===== src/mcd_map.vh =====
// Constants for the motion completion detector
// Behaviour
// - Completion source chosen by settle window value together with driver source select.
// - After reset window and select are zero, completion means pulses finished.
// - Select 0, window nonzero: pulses ended and error magnitude within window.
// - Select 1: completion follows driver done input, window ignored.
// - Selected completion status drives the completion output pin.
// - Completion status readable any time via bus and serial query.
// - Wait instruction stalls sequencer until completion, then releases it.
// - Home seeking checks completion at every intermediate stop before next stage.
// - Wait or home stop: pulses ended, no completion in wait time raises alarm.
// - Alarm code 10h for window source, 6Fh for driver source.
// - Completion timeout programmable, default six seconds.
// - Position error equals position command minus feedback position.
`ifndef MCD_MAP_VH
`define MCD_MAP_VH
// ****************************************************
// Reset values and codes
// ****************************************************
`define MCD_WINDOW_RESET 32'h0000_0000
`define MCD_SRC_SEL_RESET 1'b0
`define MCD_ALARM_WINDOW 8'h10
`define MCD_ALARM_DRIVER 8'h6f
`define MCD_ALARM_NONE 8'h00
// ****************************************************
// Timing
// ****************************************************
`define MCD_CLK_HZ 100000000
`define MCD_TIMEOUT_MS 6000
`define MCD_MS_CYCLES (`MCD_CLK_HZ / 1000)
`define MCD_TICK_DIV 16'd9999
`endif


===== src/mcd_motion_done.v =====
// Motion completion detector: source select, status, waits and alarm
`timescale 1ns/1ps
`include "mcd_map.vh"
module mcd_motion_done #(
  parameter PW = 32,
  parameter TW = 16,
  parameter MS_CYCLES = `MCD_MS_CYCLES
)(
  input wire clock,
  input wire srst,
  input wire [PW-1:0] settleWindow,
  input wire driverDoneSourceSel,
  input wire pulseBusy,
  input wire [PW-1:0] positionCommand,
  input wire [PW-1:0] feedbackPosition,
  input wire driverDoneIn,
  input wire waitDoneCmd,
  input wire homeSeekPositive,
  input wire homeSeekNegative,
  input wire homeStop,
  input wire [TW-1:0] completionTimeout,
  input wire doneQueryCmd,
  input wire alarmClear,
  output reg motionDonePin,
  output reg doneStatus,
  output reg queryValid,
  output reg queryDone,
  output wire seqStall,
  output reg seqRelease,
  output reg homeAdvance,
  output reg [PW-1:0] positionError,
  output reg alarm,
  output reg [7:0] alarmCode
);
  localparam ST_IDLE = 2'd0;
  localparam ST_WAIT = 2'd1;
  localparam ST_HOME = 2'd2;
  localparam ST_ALARM = 2'd3;

  reg [1:0] state_reg;
  reg [1:0] state_next;
  reg pulseBusyDly_reg;
  reg [PW-1:0] errMag;
  reg withinWindow;
  reg sourceDone;
  wire pulseEnd;
  wire pulseStart;
  wire waiting;
  wire expired;
  wire homing;

  // ****************************************************
  // Position error and window check
  // ****************************************************
  // Registered so the error is one clean word each cycle
  always @(posedge clock)
  begin
    if (srst)
      positionError <= `MCD_WINDOW_RESET;
    else
      positionError <= positionCommand - feedbackPosition;
  end

  // Magnitude in two's complement, wrap at most-negative is tolerated
  always @*
  begin
    errMag = positionError[PW-1] ? (~positionError + 1'b1) : positionError;
    withinWindow = (errMag <= settleWindow);
  end

  // ****************************************************
  // Source selection
  // ****************************************************
  // Zero window with select low reduces to plain end of pulses
  always @*
  begin
    if (driverDoneSourceSel)
      sourceDone = driverDoneIn;
    else if (settleWindow == `MCD_WINDOW_RESET)
      sourceDone = !pulseBusy;
    else
      sourceDone = !pulseBusy && withinWindow;
  end

  // ****************************************************
  // Edge detect on pulse generation
  // ****************************************************
  always @(posedge clock)
  begin
    if (srst)
      pulseBusyDly_reg <= 1'b0;
    else
      pulseBusyDly_reg <= pulseBusy;
  end
  assign pulseEnd = pulseBusyDly_reg && !pulseBusy;
  assign pulseStart = !pulseBusyDly_reg && pulseBusy;

  // ****************************************************
  // Completion status and pin
  // ****************************************************
  // A new motion clears status at once, before the source catches up
  always @(posedge clock)
  begin
    if (srst)
    begin
      doneStatus <= 1'b0;
      motionDonePin <= 1'b0;
    end
    else
    begin
      doneStatus <= pulseStart ? 1'b0 : sourceDone;
      motionDonePin <= pulseStart ? 1'b0 : sourceDone;
    end
  end

  // Serial query answered one cycle later with the live status
  always @(posedge clock)
  begin
    if (srst)
    begin
      queryValid <= 1'b0;
      queryDone <= 1'b0;
    end
    else
    begin
      queryValid <= doneQueryCmd;
      if (doneQueryCmd)
        queryDone <= doneStatus;
    end
  end

  // ****************************************************
  // Wait sequencing
  // ****************************************************
  assign homing = homeSeekPositive || homeSeekNegative;
  assign waiting = (state_reg == ST_WAIT) || (state_reg == ST_HOME);
  assign seqStall = (state_reg == ST_WAIT) || (state_reg == ST_ALARM);

  always @*
  begin
    state_next = state_reg;
    case (state_reg)
      ST_IDLE:
      begin
        if (waitDoneCmd)
          state_next = ST_WAIT;
        else if (homing && homeStop)
          state_next = ST_HOME;
      end
      ST_WAIT, ST_HOME:
      begin
        if (doneStatus && !pulseBusy)
          state_next = ST_IDLE;
        else if (expired)
          state_next = ST_ALARM;
      end
      ST_ALARM:
      begin
        if (alarmClear)
          state_next = ST_IDLE;
      end
      default:
        state_next = ST_IDLE;
    endcase
  end

  // Release strobes fire on the exit from a wait that completed
  always @(posedge clock)
  begin
    if (srst)
    begin
      state_reg <= ST_IDLE;
      seqRelease <= 1'b0;
      homeAdvance <= 1'b0;
      alarm <= 1'b0;
      alarmCode <= `MCD_ALARM_NONE;
    end
    else
    begin
      state_reg <= state_next;
      seqRelease <= (state_reg == ST_WAIT) && (state_next == ST_IDLE);
      homeAdvance <= (state_reg == ST_HOME) && (state_next == ST_IDLE);
      if (waiting && (state_next == ST_ALARM))
      begin
        alarm <= 1'b1;
        alarmCode <= driverDoneSourceSel ? `MCD_ALARM_DRIVER :
          `MCD_ALARM_WINDOW;
      end
      else if (state_reg == ST_ALARM && alarmClear)
      begin
        alarm <= 1'b0;
        alarmCode <= `MCD_ALARM_NONE;
      end
    end
  end

  // ****************************************************
  // Timeout counter
  // ****************************************************
  // Counts only once pulses are done, restarting at each pulse end
  mcd_wait_timer #(
    .MS_CYCLES(MS_CYCLES),
    .TW(TW)
  ) waitTimer (
    .clock(clock),
    .srst(srst),
    .restart(pulseEnd),
    .run(waiting && !pulseBusy),
    .limitMs(completionTimeout),
    .expired(expired)
  );
endmodule // mcd_motion_done


===== src/mcd_wait_timer.v =====
// Millisecond-based timeout counter for completion waits
`timescale 1ns/1ps
module mcd_wait_timer #(
  parameter MS_CYCLES = 100000,
  parameter TW = 16
)(
  input wire clock,
  input wire srst,
  input wire restart,
  input wire run,
  input wire [TW-1:0] limitMs,
  output reg expired
);
  reg [16:0] divCount_reg;
  reg [TW-1:0] msCount_reg;
  wire msTick;

  // ****************************************************
  // Millisecond enable divider
  // ****************************************************
  assign msTick = run && (divCount_reg == MS_CYCLES - 1);

  // Divider restarts with the wait so timing is whole milliseconds
  always @(posedge clock)
  begin
    if (srst || restart || !run)
      divCount_reg <= 17'h00000;
    else if (msTick)
      divCount_reg <= 17'h00000;
    else
      divCount_reg <= divCount_reg + 17'h00001;
  end

  // ****************************************************
  // Elapsed count and expiry flag
  // ****************************************************
  // Saturates at the limit so expiry stays high
  always @(posedge clock)
  begin
    if (srst || restart || !run)
    begin
      msCount_reg <= {TW{1'b0}};
      expired <= 1'b0;
    end
    else
    begin
      if (msTick && !expired)
        msCount_reg <= msCount_reg + 1'b1;
      if (msCount_reg >= limitMs)
        expired <= 1'b1;
    end
  end
endmodule // mcd_wait_timer

===== config.mk =====
export PLATFORM = sky130hd
export DESIGN_NAME = mcd_motion_done
export DESIGN_NICKNAME = d
export VERILOG_FILES = /design/src/mcd_motion_done.v /design/src/mcd_wait_timer.v
export VERILOG_INCLUDE_DIRS = /design/src
export SDC_FILE = /design/constraint.sdc
export NUM_CORES = 1
export LEC_CHECK = 0
export ABC_AREA = 1
export BUFFER_PORTS_ARGS = -buffer_cell sky130_fd_sc_hd__buf_2
export CAP_MARGIN = 20
export CORE_ASPECT_RATIO = 1.75
export CORE_MARGIN = 3
export CORE_UTILIZATION = 48
export CTS_CLUSTER_DIAMETER = 50
export DETAILED_ROUTE_END_ITERATION = 6
export HOLD_SLACK_MARGIN = 0.08
export PLACE_DENSITY = 0.72
export SYNTH_ARGS = -nofsm -noshare
export SYNTH_HDL_FRONTEND = slang
export SYNTH_SLANG_ARGS = --single-unit

===== constraint.sdc =====
create_clock -name clock -period 2.6 [get_ports clock]
set_input_delay 0.52 -clock clock [delete_from_list [all_inputs] [get_ports clock]]
set_output_delay 0.52 -clock clock [all_outputs]
set_load 0.005 [all_outputs]

==> results.py, run 1 <==
metrics = {
    "cts": {
        "cts_tree": "done",
        "cts_sinks": 77,
        "clockBufferDepth": 2,
        "h-tree-depth": 3,
        "clk_latency_ps": 340,
        "path_clk_slew_ps": 60,
        "cts_buffers": 9,
        "cts_root_buf": "clkbuf_16",
        "cts_hold_buf": 0,
    },
    "sta": {
        "fin_ws_ps": -102,
        "skew_ps": 6.35,
        "tightest_slew_ps": 515,
        "min_period_over_period": 1.04,
        "clock.fmax_mhz": 370,
        "hold_viol": 0,
        "rsz0062_at_grt": "yes",
        "slew_headroom": 0.657,
        "setup_viol": 1,
        "setup_tns_ps": -102,
        "whs_ps": 411,
        "slew_viol_final": 0,
        "period_minus_slack_ps": 2700,
    },
    "cells_and_area": {
        "instances_no_fill": 1490,
        "multi_input_area_um2": 4950,
        "largest_reg_flops": 32,
        "nFillCells": 1400,
        "syn_to_final_growth_pct": 22.0,
        "design_area_um2": 8710,
        "post-route-util": 0.603,
        "drive_above_1_share": 0.209,
        "antenna_cells": 0,
        "ff_latch_area_um2": 1540,
        "nNetsFinal": 1517,
    },
    "critical_path": {
        "crit_path_start_kind": "flip-flop",
        "cp.arrival_ps": 2970,
        "reg2reg_from": "positionError[1]",
        "worstPathRequired_ps": 2870,
        "critPathKind": "reg -> reg",
        "crit_path_max_incr_delay_ps": 320,
        "critPathSlowestCell": "dfxtp_2",
        "crit_end": "doneStatus",
        "ff2ff_path_depth": 20,
        "cp_max_fo": 3,
        "startpoint": "positionError[1]",
        "r2r_setup_slack_ps": -100,
        "rr_endpoint": "doneStatus",
        "endpoint_kind": "flip-flop",
        "crit_chain": "inv_2 > ha_4 > inv_2 > nor2_4 > inv_2 > nor3_4 > nand4_1 > o21ai_2 > buf_4 > buf_4 > xnor2_1 > ha_1 > nand2_1 > nor2_2 > nand4_1 > nor3_2 > nor2_1 > nand2_1 > nand2_1 > a21oi_1",
    },
    "placement": {
        "place_area_um2": 8270,
        "port_buffers": 169,
        "place_inst": 1467,
        "place_congestion": 0.936,
        "dp_worst_setup_slack_ps": -227,
        "dp_hpwl_um": 17300,
    },
    "power_and_ir_drop": {
        "total_power_mw": 3.83,
        "p_leak_nw": 4.40,
        "p_per_area_nw_per_um2": 440,
        "vdd_drop_max_mv": 0.365,
    },
    "synth": {
        "ys_warn_count": 0,
        "synth_nets": 1324,
        "synthDistinctLibCells": 42,
        "netlist_area_um2": 7140,
        "yosysMostFrequentCell": "nand2_1",
        "synth_ff_type": "dfxtp_1",
        "synth_edf_count": 0,
        "ys_seq_area_frac": 0.216,
        "async_flop_share": 0,
        "synth_simple_gate_area_share": 0.317,
        "synth.top_cell.area_share": 0.216,
        "synth_compound_area_frac": 0.152,
        "synth_cells": 1114,
        "ys_top_cells_by_count": "nand2_1 (224), inv_1 (174), nor2_1 (146)",
        "synth-adder-area-share": 0.154,
        "synthMuxAreaShare": 0,
        "synth_top_family_by_area": "simple AND/OR/NAND/NOR gates",
        "synth_area_per_cell_um2": 6.41,
        "synth_xor_area_frac": 0.0540,
        "ys_ff_latch": 77,
        "yosys.area.top_type": "dfxtp_1",
        "synth_area_leaders": "dfxtp_1 (22%), ha_1 (15%), nand2_1 (12%), inv_1 (9.1%), a21oi_1 (8.0%)",
    },
    "floorplanning": {
        "die-area_um2": 16400,
        "die_y_um": 167,
        "io_pins": 171,
        "die_w_um": 98.2,
        "start_util": 0.494,
        "rows": 58,
        "core-area_um2": 14400,
    },
    "grt": {
        "use_met3": 0.0296,
        "antenna_found_initial": 0,
        "track_usage": 0.246,
        "grt_pass1_wl_um": 33300,
        "grt_max_degree": 23,
        "overflow": 0,
        "top_usage_layer": "met2",
        "grt_pass1_vias": 7640,
        "grtUsageMet2": 0.479,
        "use_met1": 0.245,
    },
    "flow_run": {
        "maxCapViolCount": 0,
    },
    "detailed_routing": {
        "ant_nets": 0,
        "drcViolationCount": 0,
        "routed_wl_um": 20500,
        "dr.pass1.iters": 5,
        "dr.first_iter.drc_count": 338,
        "num_vias": 7814,
        "wl_per_cell_um": 13.8,
        "via_per_inst": 5.24,
    },
    "worst_hold_path": {
        "hold_path_depth": 3,
        "hold_class": "in -> reg",
    },
    "status": {
        "status": "complete, but fails checks",
        "violations": "setup timing",
    },
}
[logic make-up (layout without fill, tap and decap cells)]
| family | after synthesis | count (layout) |
|---|---|---|
| simple gates | 508 | 508 |
| compound gates | 202 | 202 |
| buf+inv | 195 | 391 |
| fa+ha+maj | 87 | 87 |
| flops | 77 | 77 |
| xor+xnor | 44 | 44 |
| other cells | 1 | 1 |
[layer usage]
| metal | vias up | share of wire |
|---|---|---|
| li1 | 4011 | - |
| met1 | 3449 | 0.36 |
| met2 | 275 | 0.54 |
| met3 | 79 | 0.047 |
| met4 | 0 | 0.055 |
| met5 | - | 0 |
[cells in the final DEF (no fill, tap or decap), drive strengths merged, types with 19 or more instances in the layout]
cell   instances
ha            86
nand2        231
nand3         46
xor2          28
buf          198
nand4         19
o21ai         63
nor3          29
inv          178
dfxtp         77
a21oi        114
nor2         157
[area by class of cell]
class	instances	share of cell area
inverters	179	0.0773
clock inverters	3	0.00172
multi-input cells	842	0.568
well taps	180	0.0259
clock buffers	11	0.0267
repair buffers	198	0.123
flip-flops and latches	77	0.177
[repair_timing]
action / 4_1_cts / 5_1_grt
endpoints found under the hold margin: 0 / 0
endpoints found under the setup margin: 1 / 1
gates resized for setup: 21 / 11
cloned: 0 / 0
buffers inserted: 9 / 1
pin swaps: 20 / 8
[power by group]
part           leakage, nW  switching, mW  internal, mW
clock                0.125          0.456         0.630
combinational         3.64          0.830         0.595
sequential           0.632         0.0735          1.25
[worst max-delay path: cells and delay by family (launching register included)]
kind                       cells  cell delay (ps)
and+or+nand+nor               10             1080
buffers and inverters          5              410
adders and majority gates      2              410
AOI/OAI and AO/OA              2              360
DFF                            1              320
xor gates and xnor gates       1               50
[how the worst min path moves through the flow]
stage / start / endpoint / slack, ps
detailed placement: waitTimer.divCount_reg[0] / waitTimer.divCount_reg[0] / 450
floorplan: waitTimer.divCount_reg[0] / waitTimer.divCount_reg[0] / 420
global route: pulseBusy / pulseBusyDly_reg / 440
global placement: waitTimer.divCount_reg[0] / waitTimer.divCount_reg[0] / 430
CTS: doneQueryCmd / queryValid / 410
finish: doneQueryCmd / queryValid / 410
No activity file was read; power rests on OpenSTA's default activity.
==> inputs of run 2 (changes only) <==
--- a/config.mk
+++ b/config.mk
@@ -6,16 +6,14 @@
 export SDC_FILE = /design/constraint.sdc
 export NUM_CORES = 1
 export LEC_CHECK = 0
-export ABC_AREA = 1
-export BUFFER_PORTS_ARGS = -buffer_cell sky130_fd_sc_hd__buf_2
-export CAP_MARGIN = 20
 export CORE_ASPECT_RATIO = 1.75
 export CORE_MARGIN = 3
 export CORE_UTILIZATION = 48
 export CTS_CLUSTER_DIAMETER = 50
 export DETAILED_ROUTE_END_ITERATION = 6
+export DONT_BUFFER_PORTS = 1
 export HOLD_SLACK_MARGIN = 0.08
-export PLACE_DENSITY = 0.72
+export PLACE_DENSITY = 0.61
 export SYNTH_ARGS = -nofsm -noshare
 export SYNTH_HDL_FRONTEND = slang
 export SYNTH_SLANG_ARGS = --single-unit
==> run 2 against run 1 <==
Effect of this change:
- the run still ends with setup timing left
- sequential cell count did not move
- clock power grew 24%
- utilization decreased by 0.70 points
- die area fell by 6.6%
- hold slack worse by 160 ps
- largest cell class unchanged
==> results.py, run 2 <==
metrics = {
    "detailed_routing": {
        "via_per_inst": 5.65,
        "wl_met2_um": 9440,
        "routed.top_layer": "met4",
        "routed_wl_um": 17900,
        "wl_met1_um": 6140,
        "ant_nets": 0,
        "route.met3.wl_um": 1090,
        "dr.first_iter.drc_count": 140,
        "wl_per_cell_um": 16.0,
        "num_vias": 6317,
        "dr.pass1.iters": 4,
        "drcViolationCount": 0,
    },
    "grt": {
        "grt_pass1_vias": 6496,
        "overflow": 0,
        "track_usage": 0.236,
        "grt_pass1_wl_um": 28900,
        "grt_max_degree": 50,
        "antenna_found_initial": 0,
    },
    "cts": {
        "h-tree-depth": 3,
        "cts_hold_buf": 0,
        "cts_buffers": 9,
        "clockBufferDepth": 2,
        "clk_latency_ps": 340,
        "cts_sinks": 77,
        "path_clk_slew_ps": 60,
        "cts_tree": "done",
        "cts_root_buf": "clkbuf_16",
    },
    "floorplanning": {
        "die_y_um": 162,
        "rows": 56,
        "start_util": 0.494,
        "die-area_um2": 15300,
        "core-area_um2": 13500,
        "die_w_um": 94.9,
        "io_pins": 171,
    },
    "worst_hold_path": {
        "hold_path_depth": 1,
        "hold_path_startpoint": "srst",
        "holdPathEnd": "queryDone",
        "hold_class": "in -> reg",
    },
    "synth": {
        "synth_area_per_cell_um2": 7.83,
        "synth_ff_type": "dfxtp_1",
        "synth_edf_count": 0,
        "ys_top_cells_by_count": "inv_1 (92), ha_1 (86), nor2_1 (84)",
        "ys_ff_latch": 77,
        "yosysMostFrequentCell": "inv_1",
        "synth_area_leaders": "dfxtp_1 (23%), ha_1 (16%), xnor2_1 (6.2%), inv_1 (5.2%), nor2_1 (4.7%)",
        "netlist_area_um2": 6640,
        "synth_simple_gate_area_share": 0.220,
        "ys_warn_count": 0,
        "synth-adder-area-share": 0.165,
        "synth_top_family_by_area": "simple AND/OR/NAND/NOR gates",
        "synth_xor_area_frac": 0.0962,
        "async_flop_share": 0,
        "synth_cells": 848,
        "synthDistinctLibCells": 70,
        "synth_nets": 1058,
        "synth_compound_area_frac": 0.195,
        "yosys.area.top_type": "dfxtp_1",
        "synth.top_cell.area_share": 0.232,
        "ys_seq_area_frac": 0.232,
        "synthMuxAreaShare": 0.0179,
    },
    "critical_path": {
        "reg2reg_from": "positionError[3]",
        "worstPathRequired_ps": 2860,
        "crit_path_start_kind": "flip-flop",
        "cp.arrival_ps": 3590,
        "cp_max_fo": 5,
        "critPathKind": "reg -> reg",
        "rr_endpoint": "doneStatus",
        "ff2ff_path_depth": 16,
        "r2r_setup_slack_ps": -730,
        "endpoint_kind": "flip-flop",
    },
    "sta": {
        "rsz0062_at_grt": "yes",
        "fin_ws_ps": -728,
        "period_minus_slack_ps": 3330,
        "slew_viol_final": 0,
        "skew_ps": 7.65,
        "hold_viol": 0,
        "slew_headroom": 0.627,
        "tightest_slew_ps": 555,
        "clock.fmax_mhz": 301,
        "setup_viol": 1,
        "min_period_over_period": 1.28,
    },
    "power_and_ir_drop": {
        "p_per_area_nw_per_um2": 523,
        "vdd_drop_max_mv": 0.283,
        "p_leak_nw": 3.70,
        "total_power_mw": 4.20,
    },
    "flow_run": {
        "maxCapViolCount": 0,
    },
    "cells_and_area": {
        "layout_commonest_cell": "buf_4",
        "antenna_cells": 0,
        "largest_reg_flops": 32,
        "drive_above_1_share": 0.173,
        "nNetsFinal": 1149,
        "instances_no_fill": 1118,
        "syn_to_final_growth_pct": 20.7,
        "mostFrequentLayoutCells": "buf_4 (107), inv_1 (92), ha_1 (85)",
    },
    "status": {
        "violations": "setup timing",
        "status": "complete, but fails checks",
    },
    "placement": {
        "dp_worst_setup_slack_ps": -706,
        "place_congestion": 0.961,
        "port_buffers": 0,
        "dp_hpwl_um": 15100,
        "place_inst": 1097,
    },
}
run 2: worst max-delay path by stage:
stage                       endpoint  slack [ps]        startpoint  depth (start not counted)
after floorplan           doneStatus        -450  positionError[3]                         14
after global placement    doneStatus        -650  positionError[3]                         13
after detailed placement  doneStatus        -710  positionError[3]                         15
after CTS                 doneStatus        -700  positionError[4]                         16
after global routing      doneStatus        -910  positionError[3]                         16
final                     doneStatus        -730  positionError[3]                         16
run 2: cell type report:
cell class / instances / area (um2)
clock buffers: 9 / 225
clock inverters: 7 / 98.8
fillers: 1301 / 5430
inverters: 92 / 345
multi-input cells: 650 / 4750
flip-flops and latches: 77 / 1540
well taps: 174 / 218
repair buffers: 109 / 835
run 2: logic make-up (layout without fill, tap and decap cells):
logic type      Yosys count  in the layout
compound gates          199            199
xor+xnor                 73             73
fa+ha+maj                87             87
buf+inv                 121            217
flops                    77             77
mux                      11             11
other cells               1              1
simple gates            279            279
run 2: worst max-delay path, stage by stage (launching register included):
cell     delay [ps]
dfxtp_2         320
or4_4           540
or2_4           280
nor2_4          100
buf_6           110
and2_4          150
nand3_4         120
o31ai_4         210
xnor2_1         140
ha_1            260
a21o_1          190
a21o_1          160
a21oi_2         170
o21ai_1          80
a21oi_1         190
o41ai_2         100
a21oi_1         140
run 2: per-stage QoR:
stage / hold slack, ps / setup TNS (ps) / utilization / instance area [um2]
finish: 255 / -728 / 0.596 / 8020
global route: 236 / -910 / 0.596 / 8020
CTS: 236 / -697 / 0.592 / 7970
detailed placement: 449 / -1600 / 0.561 / 7550
global placement: 428 / -1390 / 0.561 / 7550
floorplan: 418 / -447 / - / 6680
run 2: routing by layer:
metal	GRT usage	up-vias
met5	0	-
met4	0.168	0
met3	0.0606	68
met2	0.441	192
met1	0.211	2901
li1	-	3156
run 2: repair_timing:
item	in CTS	in global routing
pin swaps	20	14
buffers inserted	3	2
gates resized for setup	15	7
endpoints found under the setup margin	1	10
run 2: power breakdown:
group          switching [mW]  total [mW]  internal [mW]  leakage [nW]
Clock                   0.501        1.35          0.845         0.156
Sequential             0.0535        1.31           1.26         0.631
Combinational           0.779        1.54          0.760          2.91
==> inputs of run 3 (changes only) <==
==> constraint.sdc (replaced) <==
create_clock -name clock -period 3 [get_ports clock]
set_input_delay 0.6 -clock clock [delete_from_list [all_inputs] [get_ports clock]]
set_output_delay 0.6 -clock clock [all_outputs]
set_load 0.005 [all_outputs]
==> run 3 against run 2 <==
Effect of this change:
- the run still ends with setup timing left
- global-route usage fell by 1.1 points
- via count fell by 2.9%
- clock skew down 3.6 ps
- combinational power fell by 25%
- utilization is 4.1 points lower
- wire length shrank 3.0%
- hold slack better by 86 ps
- sequential cell count unchanged
- die area unchanged
- clock power decreased by 24%
- largest cell class unchanged
==> results.py, run 3 (synthesis gave the netlist of run 2 again) <==
metrics = {
    "sta": {
        "rsz0062_at_grt": "yes",
        "slew_viol_final": 0,
        "min_period_over_period": 1.08,
        "setup_tns_ps": -244,
        "setup_viol": 1,
        "slew_headroom": 0.575,
        "tightest_slew_ps": 632,
        "whs_ps": 341,
        "period_minus_slack_ps": 3240,
        "hold_viol": 0,
        "skew_ps": 4.03,
        "clock.fmax_mhz": 308,
        "fin_ws_ps": -244,
    },
    "cts": {
        "cts_tree": "done",
        "cts_buffers": 9,
        "cts_hold_buf": 0,
        "cts_sinks": 77,
        "clockBufferDepth": 2,
        "path_clk_slew_ps": 60,
        "clk_latency_ps": 330,
        "cts_root_buf": "clkbuf_16",
        "h-tree-depth": 3,
    },
    "power_and_ir_drop": {
        "p_per_area_nw_per_um2": 446,
        "total_power_mw": 3.33,
        "vdd_drop_max_mv": 0.289,
        "p_leak_nw": 3.39,
    },
    "detailed_routing": {
        "wl_per_cell_um": 16.4,
        "routed_wl_um": 17400,
        "ant_nets": 0,
        "drcViolationCount": 0,
        "num_vias": 6132,
        "via_per_inst": 5.78,
        "dr.first_iter.drc_count": 142,
        "dr.pass1.iters": 4,
    },
    "critical_path": {
        "crit_top_cell": "a21oi_1",
        "endpoint_kind": "flip-flop",
        "worstPathRequired_ps": 3260,
        "crit_path_max_incr_delay_ps": 530,
        "crit_path_start_kind": "flip-flop",
        "cp_max_fo": 5,
        "critPathKind": "reg -> reg",
        "critPathSlowestCell": "or4_4",
        "crit_chain": "or4_4 > or2_4 > nor2_4 > buf_6 > and2_4 > nand3_4 > buf_4 > nor4bb_2 > ha_1 > and4_1 > nand2b_1 > o31ai_1 > a21oi_1 > o41ai_1 > a21oi_1",
        "cp.arrival_ps": 3510,
    },
    "cells_and_area": {
        "layout_commonest_cell": "inv_1",
        "nNetsFinal": 1091,
        "ff_latch_area_um2": 1540,
        "largest_reg_flops": 32,
        "antenna_cells": 0,
        "nFillCells": 1283,
        "mostFrequentLayoutCells": "inv_1 (92), ha_1 (86), nor2_1 (83)",
        "multi_input_area_um2": 4690,
        "drive_above_1_share": 0.108,
        "syn_to_final_growth_pct": 12.5,
    },
    "floorplanning": {
        "io_pins": 171,
        "die_w_um": 94.9,
        "start_util": 0.494,
        "die_y_um": 162,
        "rows": 56,
        "die-area_um2": 15300,
        "core-area_um2": 13500,
    },
    "grt": {
        "antenna_found_initial": 0,
        "overflow": 0,
        "track_usage": 0.226,
        "grt_max_degree": 50,
        "grt_pass1_vias": 6241,
        "grt_pass1_wl_um": 27500,
    },
    "placement": {
        "dp_worst_setup_slack_ps": -261,
        "port_buffers": 0,
        "dp_hpwl_um": 14700,
        "place_congestion": 0.901,
    },
    "status": {
        "violations": "setup timing",
        "status": "complete, but fails checks",
    },
    "worst_hold_path": {
        "hold_class": "in -> reg",
    },
    "flow_run": {
        "maxCapViolCount": 0,
    },
}
[run 3: cell types whose count changed in the layout (fill, tap and decap cells not counted), moves of 2 or more]
cell / delta
buf_4: -57
bufinv_16: -2
clkbuf_8: +2
nor3_1: +2
nor3_2: -2
o21ai_1: -2
[run 3: report_power, final]
group | total [mW] | switching [mW] | internal [mW]
logic | 1.15 | 0.601 | 0.547
registers | 1.16 | 0.0743 | 1.09
clock network | 1.02 | 0.415 | 0.605
[run 3: final cells by class]
type / count / area share
Multi-Input combinational cell: 650 / 0.628
Sequential cell: 77 / 0.206
Timing Repair Buffer: 51 / 0.0517
Inverter: 92 / 0.0462
Clock buffer: 11 / 0.0338
Tap cell: 174 / 0.0291
Clock inverter: 5 / 0.00469
[run 3: per-stage QoR]
step | cells | area (um2) | util
after floorplan | 848 | 6650 | -
after global placement | 1040 | 7080 | 0.527
after detailed placement | 1040 | 7080 | 0.527
after CTS | 1060 | 7470 | 0.555
after global routing | 1060 | 7470 | 0.555
final | 1060 | 7470 | 0.555
[run 3: critical path, delay by kind of cell, from the launching register on]
family          cells  cell delay [ps]
fa+ha+maj           1              310
simple gates        8             1810
buf+inv             2              280
flops               1              320
compound gates      4              450
[run 3: final timing paths]
path	from	to	slack (ps)	cells past startpoint
worst min-delay path	srst	pulseBusyDly_reg	340	1
worst max register to register	positionError[4]	doneStatus	-240	15
worst max-delay path	positionError[4]	doneStatus	-240	15
worst min register to register	waitTimer.divCount_reg[0]	waitTimer.divCount_reg[0]	450	1
[run 3: what timing repair did]
item / in CTS / in global routing
pin swaps: 17 / 3
setup endpoints to repair: 1 / 1
buffers inserted: 4 / 0
gates resized for setup: 14 / 2
[run 3: metal layers]
metal	up-vias	routed length [um]	share of wire	GRT usage
met5	-	0	0	0
met4	0	864	0.050	0.133
met3	49	1030	0.059	0.0545
met2	179	9660	0.56	0.439
met1	2861	5820	0.33	0.199
li1	3043	-	-	-
